[config.mk]
export PLATFORM = sky130hd
export DESIGN_NAME = sfq_spi_core
export DESIGN_NICKNAME = d
export VERILOG_FILES = /design/src/inc/sfq_pkg.sv /design/src/verilog/sfq_sync.sv /design/src/verilog/sfq_fifo.sv /design/src/verilog/sfq_spi_core.sv
export VERILOG_INCLUDE_DIRS = /design/src /design/src/inc
export SDC_FILE = /design/constraint.sdc
export NUM_CORES = 1
export LEC_CHECK = 0
export BUFFER_PORTS_ARGS = -buffer_cell sky130_fd_sc_hd__buf_2
export CORE_AREA = 5 5 128 130
export DETAILED_ROUTE_END_ITERATION = 10
export DIE_AREA = 0 0 133 135
export PLACE_DENSITY = 0.59
export SETUP_SLACK_MARGIN = 0.05
export SYNTH_ARGS = -nofsm -noshare
export SYNTH_HDL_FRONTEND = slang
export SYNTH_SLANG_ARGS = --single-unit
[constraint.sdc]
create_clock -name i_clk -period 8.1 [get_ports i_clk]
set_input_delay 1.215 -clock i_clk [delete_from_list [all_inputs] [get_ports i_clk]]
set_output_delay 1.215 -clock i_clk [all_outputs]
set_load 0.01 [all_outputs]
[src/inc/sfq_params.svh]
// Constants for the serial frame-format and transmit-queue block.
`ifndef SFQ_PARAMS_SVH
`define SFQ_PARAMS_SVH

// Bus clock period in nanoseconds (40 MHz).
`define SFQ_CLK_PERIOD_NS 25

// Transfer shape.
`define SFQ_DATA_BITS 8
`define SFQ_FIFO_DEPTH 8

// Rate select codes, high bit first.
`define SFQ_RATE_DIV2 2'h0
`define SFQ_RATE_DIV8 2'h1
`define SFQ_RATE_DIV32 2'h2
`define SFQ_RATE_DIVIDE_BY_128_RATE 2'h3

// Bus cycles per half serial bit for each rate.
`define SFQ_HALF_DIV2 7'h01
`define SFQ_HALF_DIV8 7'h04
`define SFQ_HALF_DIV32 7'h10
`define SFQ_HALF_DIVIDE_BY_128_RATE 7'h40

`endif

[src/inc/sfq_pkg.sv]
// Types shared by the serial frame-format and transmit-queue block.
package sfq_pkg;

  typedef enum logic {
    SFQ_IDLE,
    SFQ_RUN
  } sfq_state_type;

endpackage : sfq_pkg

[src/verilog/sfq_sync.sv]
// Two flip-flop synchroniser for pin inputs.
`timescale 1ns/1ps
module sfq_sync #(
  parameter int WIDTH = 4
) (
  // Clock and reset
  input wire logic i_clk,
  input wire logic i_sys_rst,
  // Asynchronous levels in, synchronised levels out
  input wire logic [WIDTH-1:0] i_async,
  output logic [WIDTH-1:0] o_sync
);

  logic [WIDTH-1:0] meta;
  logic [WIDTH-1:0] next_meta;
  logic [WIDTH-1:0] next_sync;

  always_comb begin
    next_meta = i_async;
    next_sync = meta;
  end

  always_ff @(posedge i_clk) begin
    if (i_sys_rst) begin
      meta <= '0;
      o_sync <= '0;
    end else begin
      meta <= next_meta;
      o_sync <= next_sync;
    end
  end

endmodule : sfq_sync

[src/verilog/sfq_fifo.sv]
// Transmit queue FIFO with valid and ready on both sides.
`timescale 1ns/1ps
module sfq_fifo #(
  parameter int WIDTH = 8,
  parameter int DEPTH = 8
) (
  // Clock and reset
  input wire logic i_clk,
  input wire logic i_sys_rst,
  // Fill side
  input wire logic i_in_valid,
  input wire logic [WIDTH-1:0] i_in_data,
  output logic o_in_ready,
  // Drain side
  output logic o_out_valid,
  output logic [WIDTH-1:0] o_out_data,
  input wire logic i_out_ready
);

  localparam int PW = $clog2(DEPTH);
  localparam int CW = $clog2(DEPTH + 1);

  logic [WIDTH-1:0] mem [DEPTH];
  logic [PW-1:0] wr_ptr;
  logic [PW-1:0] rd_ptr;
  logic [CW-1:0] count;
  logic [PW-1:0] next_wr_ptr;
  logic [PW-1:0] next_rd_ptr;
  logic [CW-1:0] next_count;
  logic push;
  logic pop;

  always_comb begin
    o_in_ready = (count != CW'(DEPTH));
    o_out_valid = (count != '0);
    o_out_data = mem[rd_ptr];
    push = i_in_valid & o_in_ready;
    pop = o_out_valid & i_out_ready;
    next_wr_ptr = wr_ptr;
    next_rd_ptr = rd_ptr;
    next_count = count;
    if (push) begin
      next_wr_ptr = (wr_ptr == PW'(DEPTH - 1)) ? '0 : wr_ptr + PW'(1);
    end
    if (pop) begin
      next_rd_ptr = (rd_ptr == PW'(DEPTH - 1)) ? '0 : rd_ptr + PW'(1);
    end
    if (push && !pop) begin
      next_count = count + CW'(1);
    end else if (pop && !push) begin
      next_count = count - CW'(1);
    end
  end

  always_ff @(posedge i_clk) begin
    if (i_sys_rst) begin
      wr_ptr <= '0;
      rd_ptr <= '0;
      count <= '0;
    end else begin
      wr_ptr <= next_wr_ptr;
      rd_ptr <= next_rd_ptr;
      count <= next_count;
      if (push) begin
        mem[wr_ptr] <= i_in_data;
      end
    end
  end

endmodule : sfq_fifo

[src/verilog/sfq_spi_core.sv]
// Serial interface core: frame formats, rate divider and transmit queue.
`timescale 1ns/1ps
`include "sfq_params.svh"
module sfq_spi_core
  import sfq_pkg::*;
#(
  parameter int DATA_W = `SFQ_DATA_BITS,
  parameter int FIFO_DEPTH = `SFQ_FIFO_DEPTH
) (
  // Clock and reset
  input wire logic i_clk,
  input wire logic i_sys_rst,
  // Control bits
  input wire logic i_module_enable,
  input wire logic i_master_select,
  input wire logic i_clock_polarity,
  input wire logic i_clock_phase,
  input wire logic i_rate_select_high,
  input wire logic i_rate_select_low,
  // Transmit queue
  input wire logic i_tx_valid,
  input wire logic [DATA_W-1:0] i_tx_data,
  output logic o_transmit_empty_flag,
  // Receive data
  output logic [DATA_W-1:0] o_rx_data,
  output logic o_receive_full_flag,
  input wire logic i_rx_ack,
  // Status
  output logic o_busy,
  // Serial clock pin
  input wire logic i_sclk_pin,
  output logic o_sclk_pin,
  output logic o_sclk_oe_n,
  // Master out, slave in pin
  input wire logic i_mosi_pin,
  output logic o_mosi_pin,
  output logic o_mosi_oe_n,
  // Master in, slave out pin
  input wire logic i_miso_pin,
  output logic o_miso_pin,
  output logic o_miso_oe_n,
  // Slave select pin
  input wire logic i_ss_n_pin
);

  localparam int STEP_W = $clog2(2 * DATA_W);
  localparam int BIT_W = $clog2(DATA_W);
  localparam logic [STEP_W-1:0] LAST_STEP = STEP_W'(2 * DATA_W - 1);
  localparam logic [BIT_W-1:0] LAST_BIT = BIT_W'(DATA_W - 1);

  // Half serial bit in bus cycles for a rate code.
  function automatic logic [6:0] rate_half(input logic [1:0] sel);
    logic [6:0] half;
    half = `SFQ_HALF_DIV2;
    unique case (sel)
      `SFQ_RATE_DIV2: half = `SFQ_HALF_DIV2;
      `SFQ_RATE_DIV8: half = `SFQ_HALF_DIV8;
      `SFQ_RATE_DIV32: half = `SFQ_HALF_DIV32;
      `SFQ_RATE_DIVIDE_BY_128_RATE: half = `SFQ_HALF_DIVIDE_BY_128_RATE;
    endcase
    return half;
  endfunction : rate_half

  // Pin synchronisation.
  logic [3:0] pin_s;
  logic sclk_s;
  logic mosi_s;
  logic miso_s;
  logic ss_n_s;

  sfq_sync #(
    .WIDTH(4)
  ) u_sync (
    .i_clk(i_clk),
    .i_sys_rst(i_sys_rst),
    // Select crosses inverted so that the reset value reads as deselected.
    .i_async({i_sclk_pin, i_mosi_pin, i_miso_pin, ~i_ss_n_pin}),
    .o_sync(pin_s)
  );

  assign sclk_s = pin_s[3];
  assign mosi_s = pin_s[2];
  assign miso_s = pin_s[1];
  assign ss_n_s = ~pin_s[0];

  // Transmit queue.
  logic fifo_valid;
  logic [DATA_W-1:0] fifo_data;
  logic load;

  sfq_fifo #(
    .WIDTH(DATA_W),
    .DEPTH(FIFO_DEPTH)
  ) u_fifo (
    .i_clk(i_clk),
    .i_sys_rst(i_sys_rst),
    .i_in_valid(i_tx_valid),
    .i_in_data(i_tx_data),
    .o_in_ready(o_transmit_empty_flag),
    .o_out_valid(fifo_valid),
    .o_out_data(fifo_data),
    .i_out_ready(load)
  );

  // Rate divider.
  logic div_on;
  logic [6:0] half_lim;
  logic [6:0] div_cnt;
  logic [6:0] next_div_cnt;
  logic bound_half;
  logic next_bound_half;
  logic tick;
  logic boundary;

  always_comb begin
    div_on = i_module_enable & i_master_select;
    half_lim = rate_half({i_rate_select_high, i_rate_select_low});
    next_div_cnt = div_cnt + 7'h01;
    next_bound_half = bound_half;
    tick = 1'b0;
    if (!div_on) begin
      next_div_cnt = 7'h00;
      next_bound_half = 1'b0;
    end else if (div_cnt == half_lim - 7'h01) begin
      next_div_cnt = 7'h00;
      next_bound_half = ~bound_half;
      tick = 1'b1;
    end
    boundary = tick & bound_half;
  end

  always_ff @(posedge i_clk) begin
    if (i_sys_rst) begin
      div_cnt <= 7'h00;
      bound_half <= 1'b0;
    end else begin
      div_cnt <= next_div_cnt;
      bound_half <= next_bound_half;
    end
  end

  // Transfer engine.
  sfq_state_type state;
  sfq_state_type next_state;
  logic [STEP_W-1:0] step;
  logic [STEP_W-1:0] next_step;
  logic [BIT_W-1:0] bit_cnt;
  logic [BIT_W-1:0] next_bit_cnt;
  logic [DATA_W-1:0] shift_reg;
  logic [DATA_W-1:0] next_shift_reg;
  logic shift_full;
  logic next_shift_full;
  logic rx_bit;
  logic next_rx_bit;
  logic sclk_prev;
  logic next_sclk_prev;
  logic ss_prev;
  logic next_ss_prev;
  logic sclk_act;
  logic lead;
  logic trail;
  logic ss_fall;
  logic done;
  logic [DATA_W-1:0] done_word;
  logic [DATA_W-1:0] shifted;

  always_comb begin
    next_state = state;
    next_step = step;
    next_bit_cnt = bit_cnt;
    next_shift_reg = shift_reg;
    next_shift_full = shift_full;
    next_rx_bit = rx_bit;
    load = 1'b0;
    done = 1'b0;
    shifted = {shift_reg[DATA_W-2:0], rx_bit};
    done_word = shifted;
    sclk_act = sclk_s ^ i_clock_polarity;
    lead = sclk_act & ~sclk_prev;
    trail = ~sclk_act & sclk_prev;
    ss_fall = ss_prev & ~ss_n_s;
    next_sclk_prev = sclk_act;
    next_ss_prev = ss_n_s;
    if (!i_module_enable) begin
      next_state = SFQ_IDLE;
      next_step = '0;
      next_bit_cnt = '0;
      next_shift_full = 1'b0;
    end else begin
      unique case (state)
        SFQ_IDLE: begin
          if (!shift_full && fifo_valid) begin
            load = 1'b1;
          end
          if (i_master_select) begin
            // Waits one bit time at most.
            if (shift_full && boundary) begin
              next_state = SFQ_RUN;
              next_step = '0;
            end
          end else if (!i_clock_phase && ss_fall) begin
            next_state = SFQ_RUN;
            next_bit_cnt = '0;
          end else if (i_clock_phase && !ss_n_s && lead) begin
            next_state = SFQ_RUN;
            next_bit_cnt = '0;
          end
        end
        SFQ_RUN: begin
          if (i_master_select) begin
            if (tick) begin
              if (step == LAST_STEP) begin
                done = 1'b1;
                if (fifo_valid) begin
                  load = 1'b1;
                  next_step = '0;
                end else begin
                  next_state = SFQ_IDLE;
                end
              end else begin
                next_step = step + STEP_W'(1);
                if (!step[0]) begin
                  next_rx_bit = miso_s;
                end else begin
                  next_shift_reg = shifted;
                end
              end
            end
          end else if (ss_n_s) begin
            // Deselect aborts and ignores further clocks.
            next_state = SFQ_IDLE;
          end else if (!i_clock_phase) begin
            if (lead) begin
              next_rx_bit = mosi_s;
            end else if (trail) begin
              if (bit_cnt == LAST_BIT) begin
                done = 1'b1;
                next_state = SFQ_IDLE;
              end else begin
                next_shift_reg = shifted;
                next_bit_cnt = bit_cnt + BIT_W'(1);
              end
            end
          end else begin
            if (lead) begin
              next_shift_reg = shifted;
            end else if (trail) begin
              next_rx_bit = mosi_s;
              if (bit_cnt == LAST_BIT) begin
                done = 1'b1;
                done_word = {shift_reg[DATA_W-2:0], mosi_s};
                next_state = SFQ_IDLE;
              end else begin
                next_bit_cnt = bit_cnt + BIT_W'(1);
              end
            end
          end
        end
      endcase
      if (done) begin
        next_shift_reg = done_word;
        next_shift_full = 1'b0;
      end
      // Loads only when idle or finished.
      if (load) begin
        next_shift_reg = fifo_data;
        next_shift_full = 1'b1;
      end
    end
  end

  always_ff @(posedge i_clk) begin
    if (i_sys_rst) begin
      state <= SFQ_IDLE;
      step <= '0;
      bit_cnt <= '0;
      shift_reg <= '0;
      shift_full <= 1'b0;
      rx_bit <= 1'b0;
      sclk_prev <= 1'b0;
      ss_prev <= 1'b1;
    end else begin
      state <= next_state;
      step <= next_step;
      bit_cnt <= next_bit_cnt;
      shift_reg <= next_shift_reg;
      shift_full <= next_shift_full;
      rx_bit <= next_rx_bit;
      sclk_prev <= next_sclk_prev;
      ss_prev <= next_ss_prev;
    end
  end

  // Receive register and flag.
  logic [DATA_W-1:0] next_rx_data;
  logic next_rx_full;

  always_comb begin
    next_rx_data = o_rx_data;
    next_rx_full = (o_receive_full_flag & ~i_rx_ack) | done;
    if (done) begin
      next_rx_data = done_word;
    end
  end

  always_ff @(posedge i_clk) begin
    if (i_sys_rst) begin
      o_rx_data <= '0;
      o_receive_full_flag <= 1'b0;
    end else begin
      o_rx_data <= next_rx_data;
      o_receive_full_flag <= next_rx_full;
    end
  end

  // Pin drive.
  logic master_run;

  always_comb begin
    master_run = div_on & (state == SFQ_RUN);
    o_busy = (state == SFQ_RUN);
    // Phase 0 idle first half, phase 1 edge.
    // Edges leave on the rising bus edge.
    o_sclk_pin = i_clock_polarity ^
      (master_run & (i_clock_phase ? ~step[0] : step[0]));
    o_sclk_oe_n = ~div_on;
    o_mosi_pin = shift_reg[DATA_W-1];
    o_mosi_oe_n = ~div_on;
    o_miso_pin = shift_reg[DATA_W-1];
    o_miso_oe_n = ~(i_module_enable & ~i_master_select & ~ss_n_s);
  end

  // Checks.
  logic [7:0] wait_cnt;

  always_ff @(posedge i_clk) begin
    if (i_sys_rst || !(div_on && state == SFQ_IDLE && shift_full)) begin
      wait_cnt <= 8'h00;
    end else begin
      wait_cnt <= wait_cnt + 8'h01;
    end
  end
endmodule : sfq_spi_core

After elaboration in Yosys (flattened, before gate mapping):

Memory sizes are Yosys's and may differ from the RTL's. A register that Yosys moved wholly into a read port is not among the register bits.
Cells that the tools add are included.

* memories: 1
* output and inout port bits: 17
* bits of input ports: 22
* bits in writable memories: 64
* bits in registers: 55
* logic and storage cells: 203

Memory list
* u_fifo.mem: depth 8, width 8, read ports 1, clocked after memory_dff 1, write ports 1, line sfq_fifo.sv:23 `logic [WIDTH-1:0] mem [DEPTH];`

* muxes and demuxes: 91
* eq/ne operators: 31
* bitwise operators: 27
* add/sub/neg operators: 8
* reduce and logical (&&, ||, !) cells: 28

Operators by type and width (count)
* $mux 8: 13
* $mux 1: 53
* $mux 3: 12
* $mux 4: 8
* $pmux 7 s4: 1
* $ne 2x2->1 const B: 10
* $and 1x1->1: 12
* $not 1->1: 12
* $ne 5x3->1 const B: 2
* $reduce_and 10->1: 1
* $add 3x1->3 const B: 3
* $eq 3x3->1 const B: 3
* $ne 3x3->1 const B: 3
* $reduce_and 9->1: 1
* $reduce_bool 3->1: 3
* $add 4x1->4 const B: 2
* $ne 4x1->1 const B: 2
* $pmux 4 s2: 1
* $reduce_bool 4->1: 2
* $add 7x1->7 const B: 1
* $eq 7x7->1: 1
* $logic_and 1x1->1: 7
* $reduce_and 7->1: 1
* $sub 7x1->7 const B: 1
* 19 further kinds: 30

Logic depth before layout (Yosys ltp):

Gate-level depths: netlist of run 1.

* word-level depth: 15
* gate-level depth with buffers: 16
* mapped depth without buffers: 15

Cells and area by module:

A second synthesis of run 1 with hierarchy kept.

* cell total of the unflattened synthesis: 431
* area, all modules: 5487.8 sq um

By module, submodules not included
* sfq_fifo: area each 3146.8 sq um, cells an instance 170, sequential area each 2182.1 sq um, instances 1
* sfq_spi_core: area each 2130.8 sq um, cells an instance 245, sequential area each 740.7 sq um, instances 1
* sfq_sync: area each 210.2 sq um, cells an instance 16, sequential area each 160.2 sq um, instances 1

Worst setup path after synthesis of run 1:

No wires, ideal clock.

* kind: input-to-reg
* start: input i_rate_select_low
* end: register u_fifo.count[3]
* data arrival time: 4.383 ns
* setup slack: 3.647 ns
* buffers on the path: 1
* stages: 16
* library setup time: 0.071 ns
* required time: 8.029 ns
* cell sequence: or2_1 > ha_1 > xnor2_1 > a2111o_1 > a21o_2 > o21ai_2 > buf_2 > nand2_1 > ha_1 > inv_1 > ha_1 > a21o_1 > a21oi_1 > xnor2_1 > or3_1 > a21oi_1

* longest elaborated chain between the ends: 15
* elaborated cells on any way between the ends: 20
* those cells by class: 1 x add/sub; 4 x eq/ne; 9 x mux; 1 x bitwise; 5 x reduce/logical

RTL lines
* start: declaration: line sfq_spi_core.sv:19 `input wire logic i_rate_select_low,`
* $eq 2x2->1, or another cell as far along: line sfq_spi_core.sv:55 `unique case (sel)`
* $pmux 7 s4 (*): line sfq_spi_core.sv:55
* $sub 7x1->7 (*): line sfq_spi_core.sv:124 `end else if (div_cnt == half_lim - 7'h01) begin`
* $eq 7x7->1 (*): line sfq_spi_core.sv:124
* $mux 1 (*): line sfq_spi_core.sv:124
* $mux 1 (*): line sfq_spi_core.sv:121 `if (!div_on) begin`
* $mux 1 (*): line sfq_spi_core.sv:211 `if (tick) begin`
* $mux 1 (*): line sfq_spi_core.sv:210 `if (i_master_select) begin`
* $pmux 1 s2 (*): line sfq_spi_core.sv:190 `unique case (state)`
* $mux 1 (*) (2 in series): line sfq_spi_core.sv:184 `if (!i_module_enable) begin`
* $and 1x1->1 (*): line sfq_fifo.sv:38 `pop = o_out_valid & i_out_ready;`
* $logic_not 1->1: line sfq_fifo.sv:48 `if (push && !pop) begin`
* $logic_and 1x1->1: line sfq_fifo.sv:48
* $mux 4 / $reduce_bool 2->1 (equally long branches)
* end signal: assignment: line sfq_fifo.sv:63 `count <= next_count;`
* end: declaration: line sfq_fifo.sv:26 `logic [CW-1:0] count;`

Every way passes the cells marked *; elsewhere a longest branch is shown, timed or not. The select of a mux whose other input is x is not followed.
A chain may end at the register's enable or synchronous reset.

Worst setup path in the final report of run 1:

Ends and elaborated chain as after synthesis.

==> metrics.yaml, run 1 <==
setup_viol: 0
dpl_worst_slack_ps: 2950
antenna_found_initial: 1
vias: 3215
worstSkewPairLatency_ps: 420
via_per_inst: 4.97
grtUsageTotal: 0.123
cp.required_ps: 8440
synth_cells: 405
synth_top_family_by_area: "simple AND/OR/NAND/NOR gates"
synth_cell_types: 56
post-cts-setup-buffers: 0
placementRows: 45
crit_type: "input port to flip-flop"
finalMaxSlewViolations: 0
clock-sinks: 122
tightest_slew_ps: 937
ys_seq_area_frac: 0.597
synth_warnings: 0
place.gp.congestion: 0.811
p_leak_nw: 2.27
muxShareOfSynthArea: 0.109
numCtsBuffers: 17
outcome: "finished, final reports clean"
antennaDiodeCount: 0
syn-num-nets: 440
r2r_cells: 13
first_pass_iters: 4
cts_resized: 0
hold_depth: 1
wl_per_cell_um: 15.8
cts_root_buf: "clkbuf_16"
grt_pass1_vias: 3327
dieWidth_um: 133
synth_area_um2: 5170
cap_violations: 0
powerDensity_nw_per_um2: 294
initial_core_util: 0.344
synthXorXnorAreaFrac: 0.0254
cp.arrival_ps: 5010
core-area_um2: 15000
path_max_fanout: 24
synth_compound_area_frac: 0.0843
slew_headroom: 0.373
synthSimpleGateAreaFrac: 0.129
regArea_um2: 3080
ant_nets: 0
ys_ff_latch: 122
drt-initial-drc-count: 182
final_common_cell: "edfxtp_1"
synth_fa_ha_area_frac: 0.0329
boundaryPins: 39
multi_input_area_um2: 1970
drive_above_1_share: 0.242
finalHoldViolCount: 0
cts_tree: "built"
synth_edf_count: 64
drc: 0
largest_register_ffs: 64
htreeDepth: 4
rsz0062_at_grt: "no"
cts_hold_buf: 0
end_kind: "flip-flop"
grt_first_pass_wirelength_um: 17100
fin_crit_sh: 0.577
grt_start_max_net_pins: 32
synth-main-ff-cell: "edfxtp_1"
ff2ff_setup_slack_ps: 4360
setup_slack_ps: 3430
wl_um: 10200
numPortBuffers: 38
die_area_um2: 18000
final_cell_mix: "64 x edfxtp_1, 58 x dfxtp_1, 42 x nor2_1, 38 x buf_2, 27 x nand2_1"
startpoint_type: "input port"
area_growth_pct: 19.4
hpwlAfterDp_um: 6920
finalNetCount: 482
async_flop_share: 0
clock_skew_ps: 9.91
clk_path_buf_depth: 2
fp.dieH_um: 135
synth.avg_cell_area_um2: 12.8
hp-class: "flip-flop to flip-flop"
ir_drop_mv: 0.252
n_fill_cell: 1432
fmax_mhz: 214
finalCriticalPeriod_ps: 4670
gr-total-overflow: 0
clk_pin_slew_worst_paths_ps: 50
timing.setup.tns_ps: 0
[per-stage QoR]
stage	hold slack, ps	total power [mW]	std cells	util	cell area (um2)
after CTS	430	1.84	647	0.410	6170
after detailed placement	418	1.03	616	0.368	5540
final	425	1.82	647	0.410	6170
after global placement	414	1.02	616	0.368	5540
after floorplan	388	0.962	405	-	5170
after global routing	455	1.91	647	0.410	6170
[report_power, final]
group	switching, mW	leakage [nW]	internal, mW
logic	0.143	0.914	0.133
registers	0.0395	1.05	0.695
clock network	0.262	0.307	0.543
total	0.445	2.27	1.37
[cells by family after synthesis]
logic type,Yosys count
compound gates,56
simple gates,135
xor+xnor,15
buf+inv,28
fa+ha+maj,13
mux,36
flops,122
[cell usage after synthesis, types with 6 or more instances]
| cell | instances | area share |
|---|---|---|
| nor2b_1 | 9 | 0.011 |
| dfxtp_1 | 58 | 0.22 |
| clkbuf_1 | 9 | 0.0065 |
| a21oi_1 | 17 | 0.016 |
| a32o_1 | 7 | 0.014 |
| nand3_1 | 17 | 0.016 |
| xor2_1 | 8 | 0.014 |
| nand2_1 | 27 | 0.020 |
| inv_1 | 10 | 0.0073 |
| nor3_1 | 7 | 0.0068 |
| xnor2_1 | 7 | 0.012 |
| or3_1 | 6 | 0.0073 |
| ha_1 | 12 | 0.029 |
| edfxtp_1 | 64 | 0.37 |
| nor2_1 | 42 | 0.031 |
| mux2i_1 | 18 | 0.035 |
| or2_2 | 7 | 0.0085 |
| o21ai_0 | 6 | 0.0058 |
| mux4_2 | 16 | 0.070 |
[critical path: stages]
cell and delay (ps):
buf_2 120, or2_1 250, ha_1 310, xnor2_1 130, a2111o_1 450, a21o_2 250, o21ai_2 640, nand2_1 140
ha_1 260, inv_1 130, ha_1 240, a21o_1 170, a21oi_1 170, xnor2_1 90, or3_1 300, a21oi_1 130
[worst paths after layout]
path                     startpoint              end
hold / removal     u_sync.o_sync[0]          ss_prev
hold reg to reg    u_sync.o_sync[0]          ss_prev
setup / recovery  i_rate_select_low  u_fifo.count[3]
setup reg to reg            step[0]  u_fifo.count[3]
[cell type report]
type	count	share of cell area
Sequential cell	122	0.500
Clock buffer	19	0.0702
Multi-Input combinational cell	255	0.319
Clock inverter	12	0.0322
Tap cell	188	0.0381
Inverter	10	0.00608
Timing Repair Buffer	41	0.0345
[routing by layer]
| metal | vias to the layer above | routed length, um | global-route usage |
|---|---|---|---|
| met2 | 53 | 4900 | 0.199 |
| met4 | 2 | 88 | 0.0312 |
| met5 | - | 7 | 0 |
| met3 | 10 | 518 | 0.0563 |
| met1 | 1567 | 4690 | 0.150 |
| li1 | 1583 | - | - |
(Power assumes the default switching activity.)
==> inputs of run 2 (changes only) <==
ABC_AREA = 1   (was not set)
CORE_AREA = 5 5 131 133   (was 5 5 128 130)
DIE_AREA = 0 0 136 138   (was 0 0 133 135)
PLACE_DENSITY = 0.6   (was 0.59)
clock period = 4.2 ns   (was 8.1 ns; I/O delays follow)
==> metrics.yaml, run 2 <==
synth_warnings: 0  # unchanged
die_area_um2: 18800  # was 18000 um2
tightest_slew_ps: 945  # was 937 ps
fmax_mhz: 303
initial_core_util: 0.343  # was 0.344
synth_area_um2: 5390  # was 5170 um2
async_flop_share: 0  # unchanged
gr-total-overflow: 0  # unchanged
setup_viol: 0  # unchanged
core-area_um2: 15700  # was 15000 um2
path_max_fanout: 5  # was 24
antennaDiodeCount: 0  # unchanged
numCtsBuffers: 17  # unchanged
ant_nets: 0  # unchanged
finalHoldViolCount: 0  # unchanged
wl_um: 11800  # was 10200 um
grt_pass1_vias: 4003  # was 3327
powerDensity_nw_per_um2: 590  # was 294 nW/um2
slew_headroom: 0.367  # was 0.373
cap_violations: 0  # unchanged
cts_root_buf: "clkbuf_16"  # unchanged
place.gp.congestion: 0.871  # was 0.811
dieWidth_um: 136  # was 133 um
finalNetCount: 668  # was 482
timing.setup.tns_ps: 0  # unchanged
hpwlAfterDp_um: 7990  # was 6920 um
end_kind: "flip-flop"  # unchanged
cts_resized: 0  # unchanged
ys_seq_area_frac: 0.572  # was 0.597
cts_hold_buf: 0  # unchanged
drive_above_1_share: 0.146  # was 0.242
antenna_found_initial: 0  # was 1
clock-sinks: 122  # unchanged
first_pass_iters: 5  # was 4
grt_first_pass_wirelength_um: 19500  # was 17100 um
largest_register_ffs: 64  # unchanged
cts_tree: "built"  # unchanged
clk_pin_slew_worst_paths_ps: 60  # was 50 ps
clk_path_buf_depth: 2  # unchanged
finalMaxSlewViolations: 0  # unchanged
numPortBuffers: 38  # unchanged
vias: 4061  # was 3215
synthTopCellsByCount: "114 x nand2_1, 94 x nor2_1, 65 x inv_1"  # was 64 x edfxtp_1, 58 x dfxtp_1, 42 x nor2_1
fin_crit_sh: 0.787
drc: 0  # unchanged
boundaryPins: 39  # unchanged
crit_type: "input port to flip-flop"  # unchanged
drt-initial-drc-count: 227  # was 182
final_common_cell: "nand2_1"  # was edfxtp_1
yosys-top-cells-area: "edfxtp_1 36%, dfxtp_1 22%, nand2_1 7.9%"  # was edfxtp_1 37%, dfxtp_1 22%, mux4_2 7.0%
p_leak_nw: 2.62  # was 2.27 nW
synth_edf_count: 64  # unchanged
placementRows: 46  # was 45
finalCriticalPeriod_ps: 3300
yosys.area.top_type: "edfxtp_1"  # unchanged
synth_cells: 595  # was 405
cp.required_ps: 4550  # was 8440 ps
synth.avg_cell_area_um2: 9.05  # was 12.8 um2
rsz0062_at_grt: "no"  # unchanged
clock_skew_ps: 12.8  # was 9.91 ps
outcome: "finished, final reports clean"  # unchanged
area_growth_pct: 17.8  # was 19.4%
wl_per_cell_um: 13.6  # was 15.8 um
ff2ff_setup_slack_ps: 1190  # was 4360 ps
synth-main-ff-cell: "edfxtp_1"  # unchanged
final_cell_mix: "114 x nand2_1, 94 x nor2_1, 65 x inv_1, 64 x edfxtp_1, 58 x dfxtp_1"  # was 64 x edfxtp_1, 58 x dfxtp_1, 42 x nor2_1, 38 x buf_2, 27 x nand2_1
grt_start_max_net_pins: 34  # was 32
ir_drop_mv: 0.349  # was 0.252 mV
synth_cell_types: 39  # was 56
grtUsageTotal: 0.131  # was 0.123
fp.dieH_um: 138  # was 135 um
ys_ff_latch: 122  # unchanged
synth.top_cell.area_share: 0.357  # was 0.372
worstSkewPairLatency_ps: 420  # about the same
hp-class: "input port to flip-flop"  # was flip-flop to flip-flop
cp.arrival_ps: 3660  # was 5010 ps
syn-num-nets: 630  # was 440
design_power_total_mw: 3.74  # was 1.82 mW
yosysMostFrequentCell: "nand2_1"  # was edfxtp_1
post-cts-setup-buffers: 0  # unchanged
htreeDepth: 4  # unchanged
startpoint_type: "input port"  # unchanged
via_per_inst: 4.71  # was 4.97
[run 2: cell count changes after synthesis, moves of 7 or more]
cell     delta
a21oi_1    +14
inv_1      +55
mux2i_1    -18
mux4_2     -16
nand2_1    +87
nor2_1     +52
nor2b_1     -9
o21ai_0    +49
o22ai_1     +7
or2_2       -7
[run 2: area by class of cell]
cell class	instances	area, um2
clock inverters	14	160
well taps	216	270
flip-flops and latches	122	3080
clock buffers	18	439
repair buffers	40	205
multi-input cells	381	1920
inverters	71	267
fillers	1531	9370
[run 2: worst paths after layout]
check	cells past startpoint	from	end
max reg2reg	16	step[0]	u_fifo.count[3]
min	2	i_ss_n_pin	u_sync.meta[0]
min reg2reg	2	u_sync.meta[1]	u_sync.o_sync[1]
max	21	i_rate_select_low	u_fifo.count[3]
[run 2: logic make-up (layout without fill, tap and decap cells)]
group,Yosys count,in the layout,share of synthesized area
adder cells (fa/ha/maj),13,13,0.0316
AO/OA/AOI/OAI,114,114,0.119
AND/OR/NAND/NOR,245,245,0.189
buffers and inverters,92,143,0.0711
XOR/XNOR,9,9,0.0160
flip-flops,122,122,0.572
[run 2: metal layers]
layer,part of all wire,wire length [um],GRT usage
met1,0.46,5440,0.168
met2,0.48,5670,0.211
met3,0.047,554,0.0366
met4,0.0077,91,0.0462
met5,0,0,0
[run 2: per-stage QoR]
stage               instance area [um2]  setup slack (ps)  cells  hold slack, ps  utilization
floorplan                          5390               927    595             388            -
global placement                   5740               613    830             391        0.366
detailed placement                 5740               474    830             394        0.366
CTS                                6340               922    862             344        0.404
global route                       6340               501    862             365        0.404
finish                             6340               896    862             365        0.404
[run 2: power by group]
part	total, mW	internal, mW	switching, mW	leakage (nW)
clock	1.46	0.900	0.563	0.286
sequential	1.42	1.35	0.0630	1.05
combinational	0.859	0.289	0.570	1.28
total	3.74	2.54	1.20	2.62
[run 2: critical path: stages]
cell and delay (ps):
buf_2 120, nor2_2 140, inv_1 60, ha_1 290
inv_1 40, nand2_1 50, nand3_1 70, nor2_2 170
nand4_1 120, nor2_1 130, nor2_2 80, nor2_1 200
inv_1 130, ha_1 250, inv_1 130, ha_1 280
and3_1 200, a211oi_1 220, xor2_1 170, nand2_1 60
a21oi_1 110
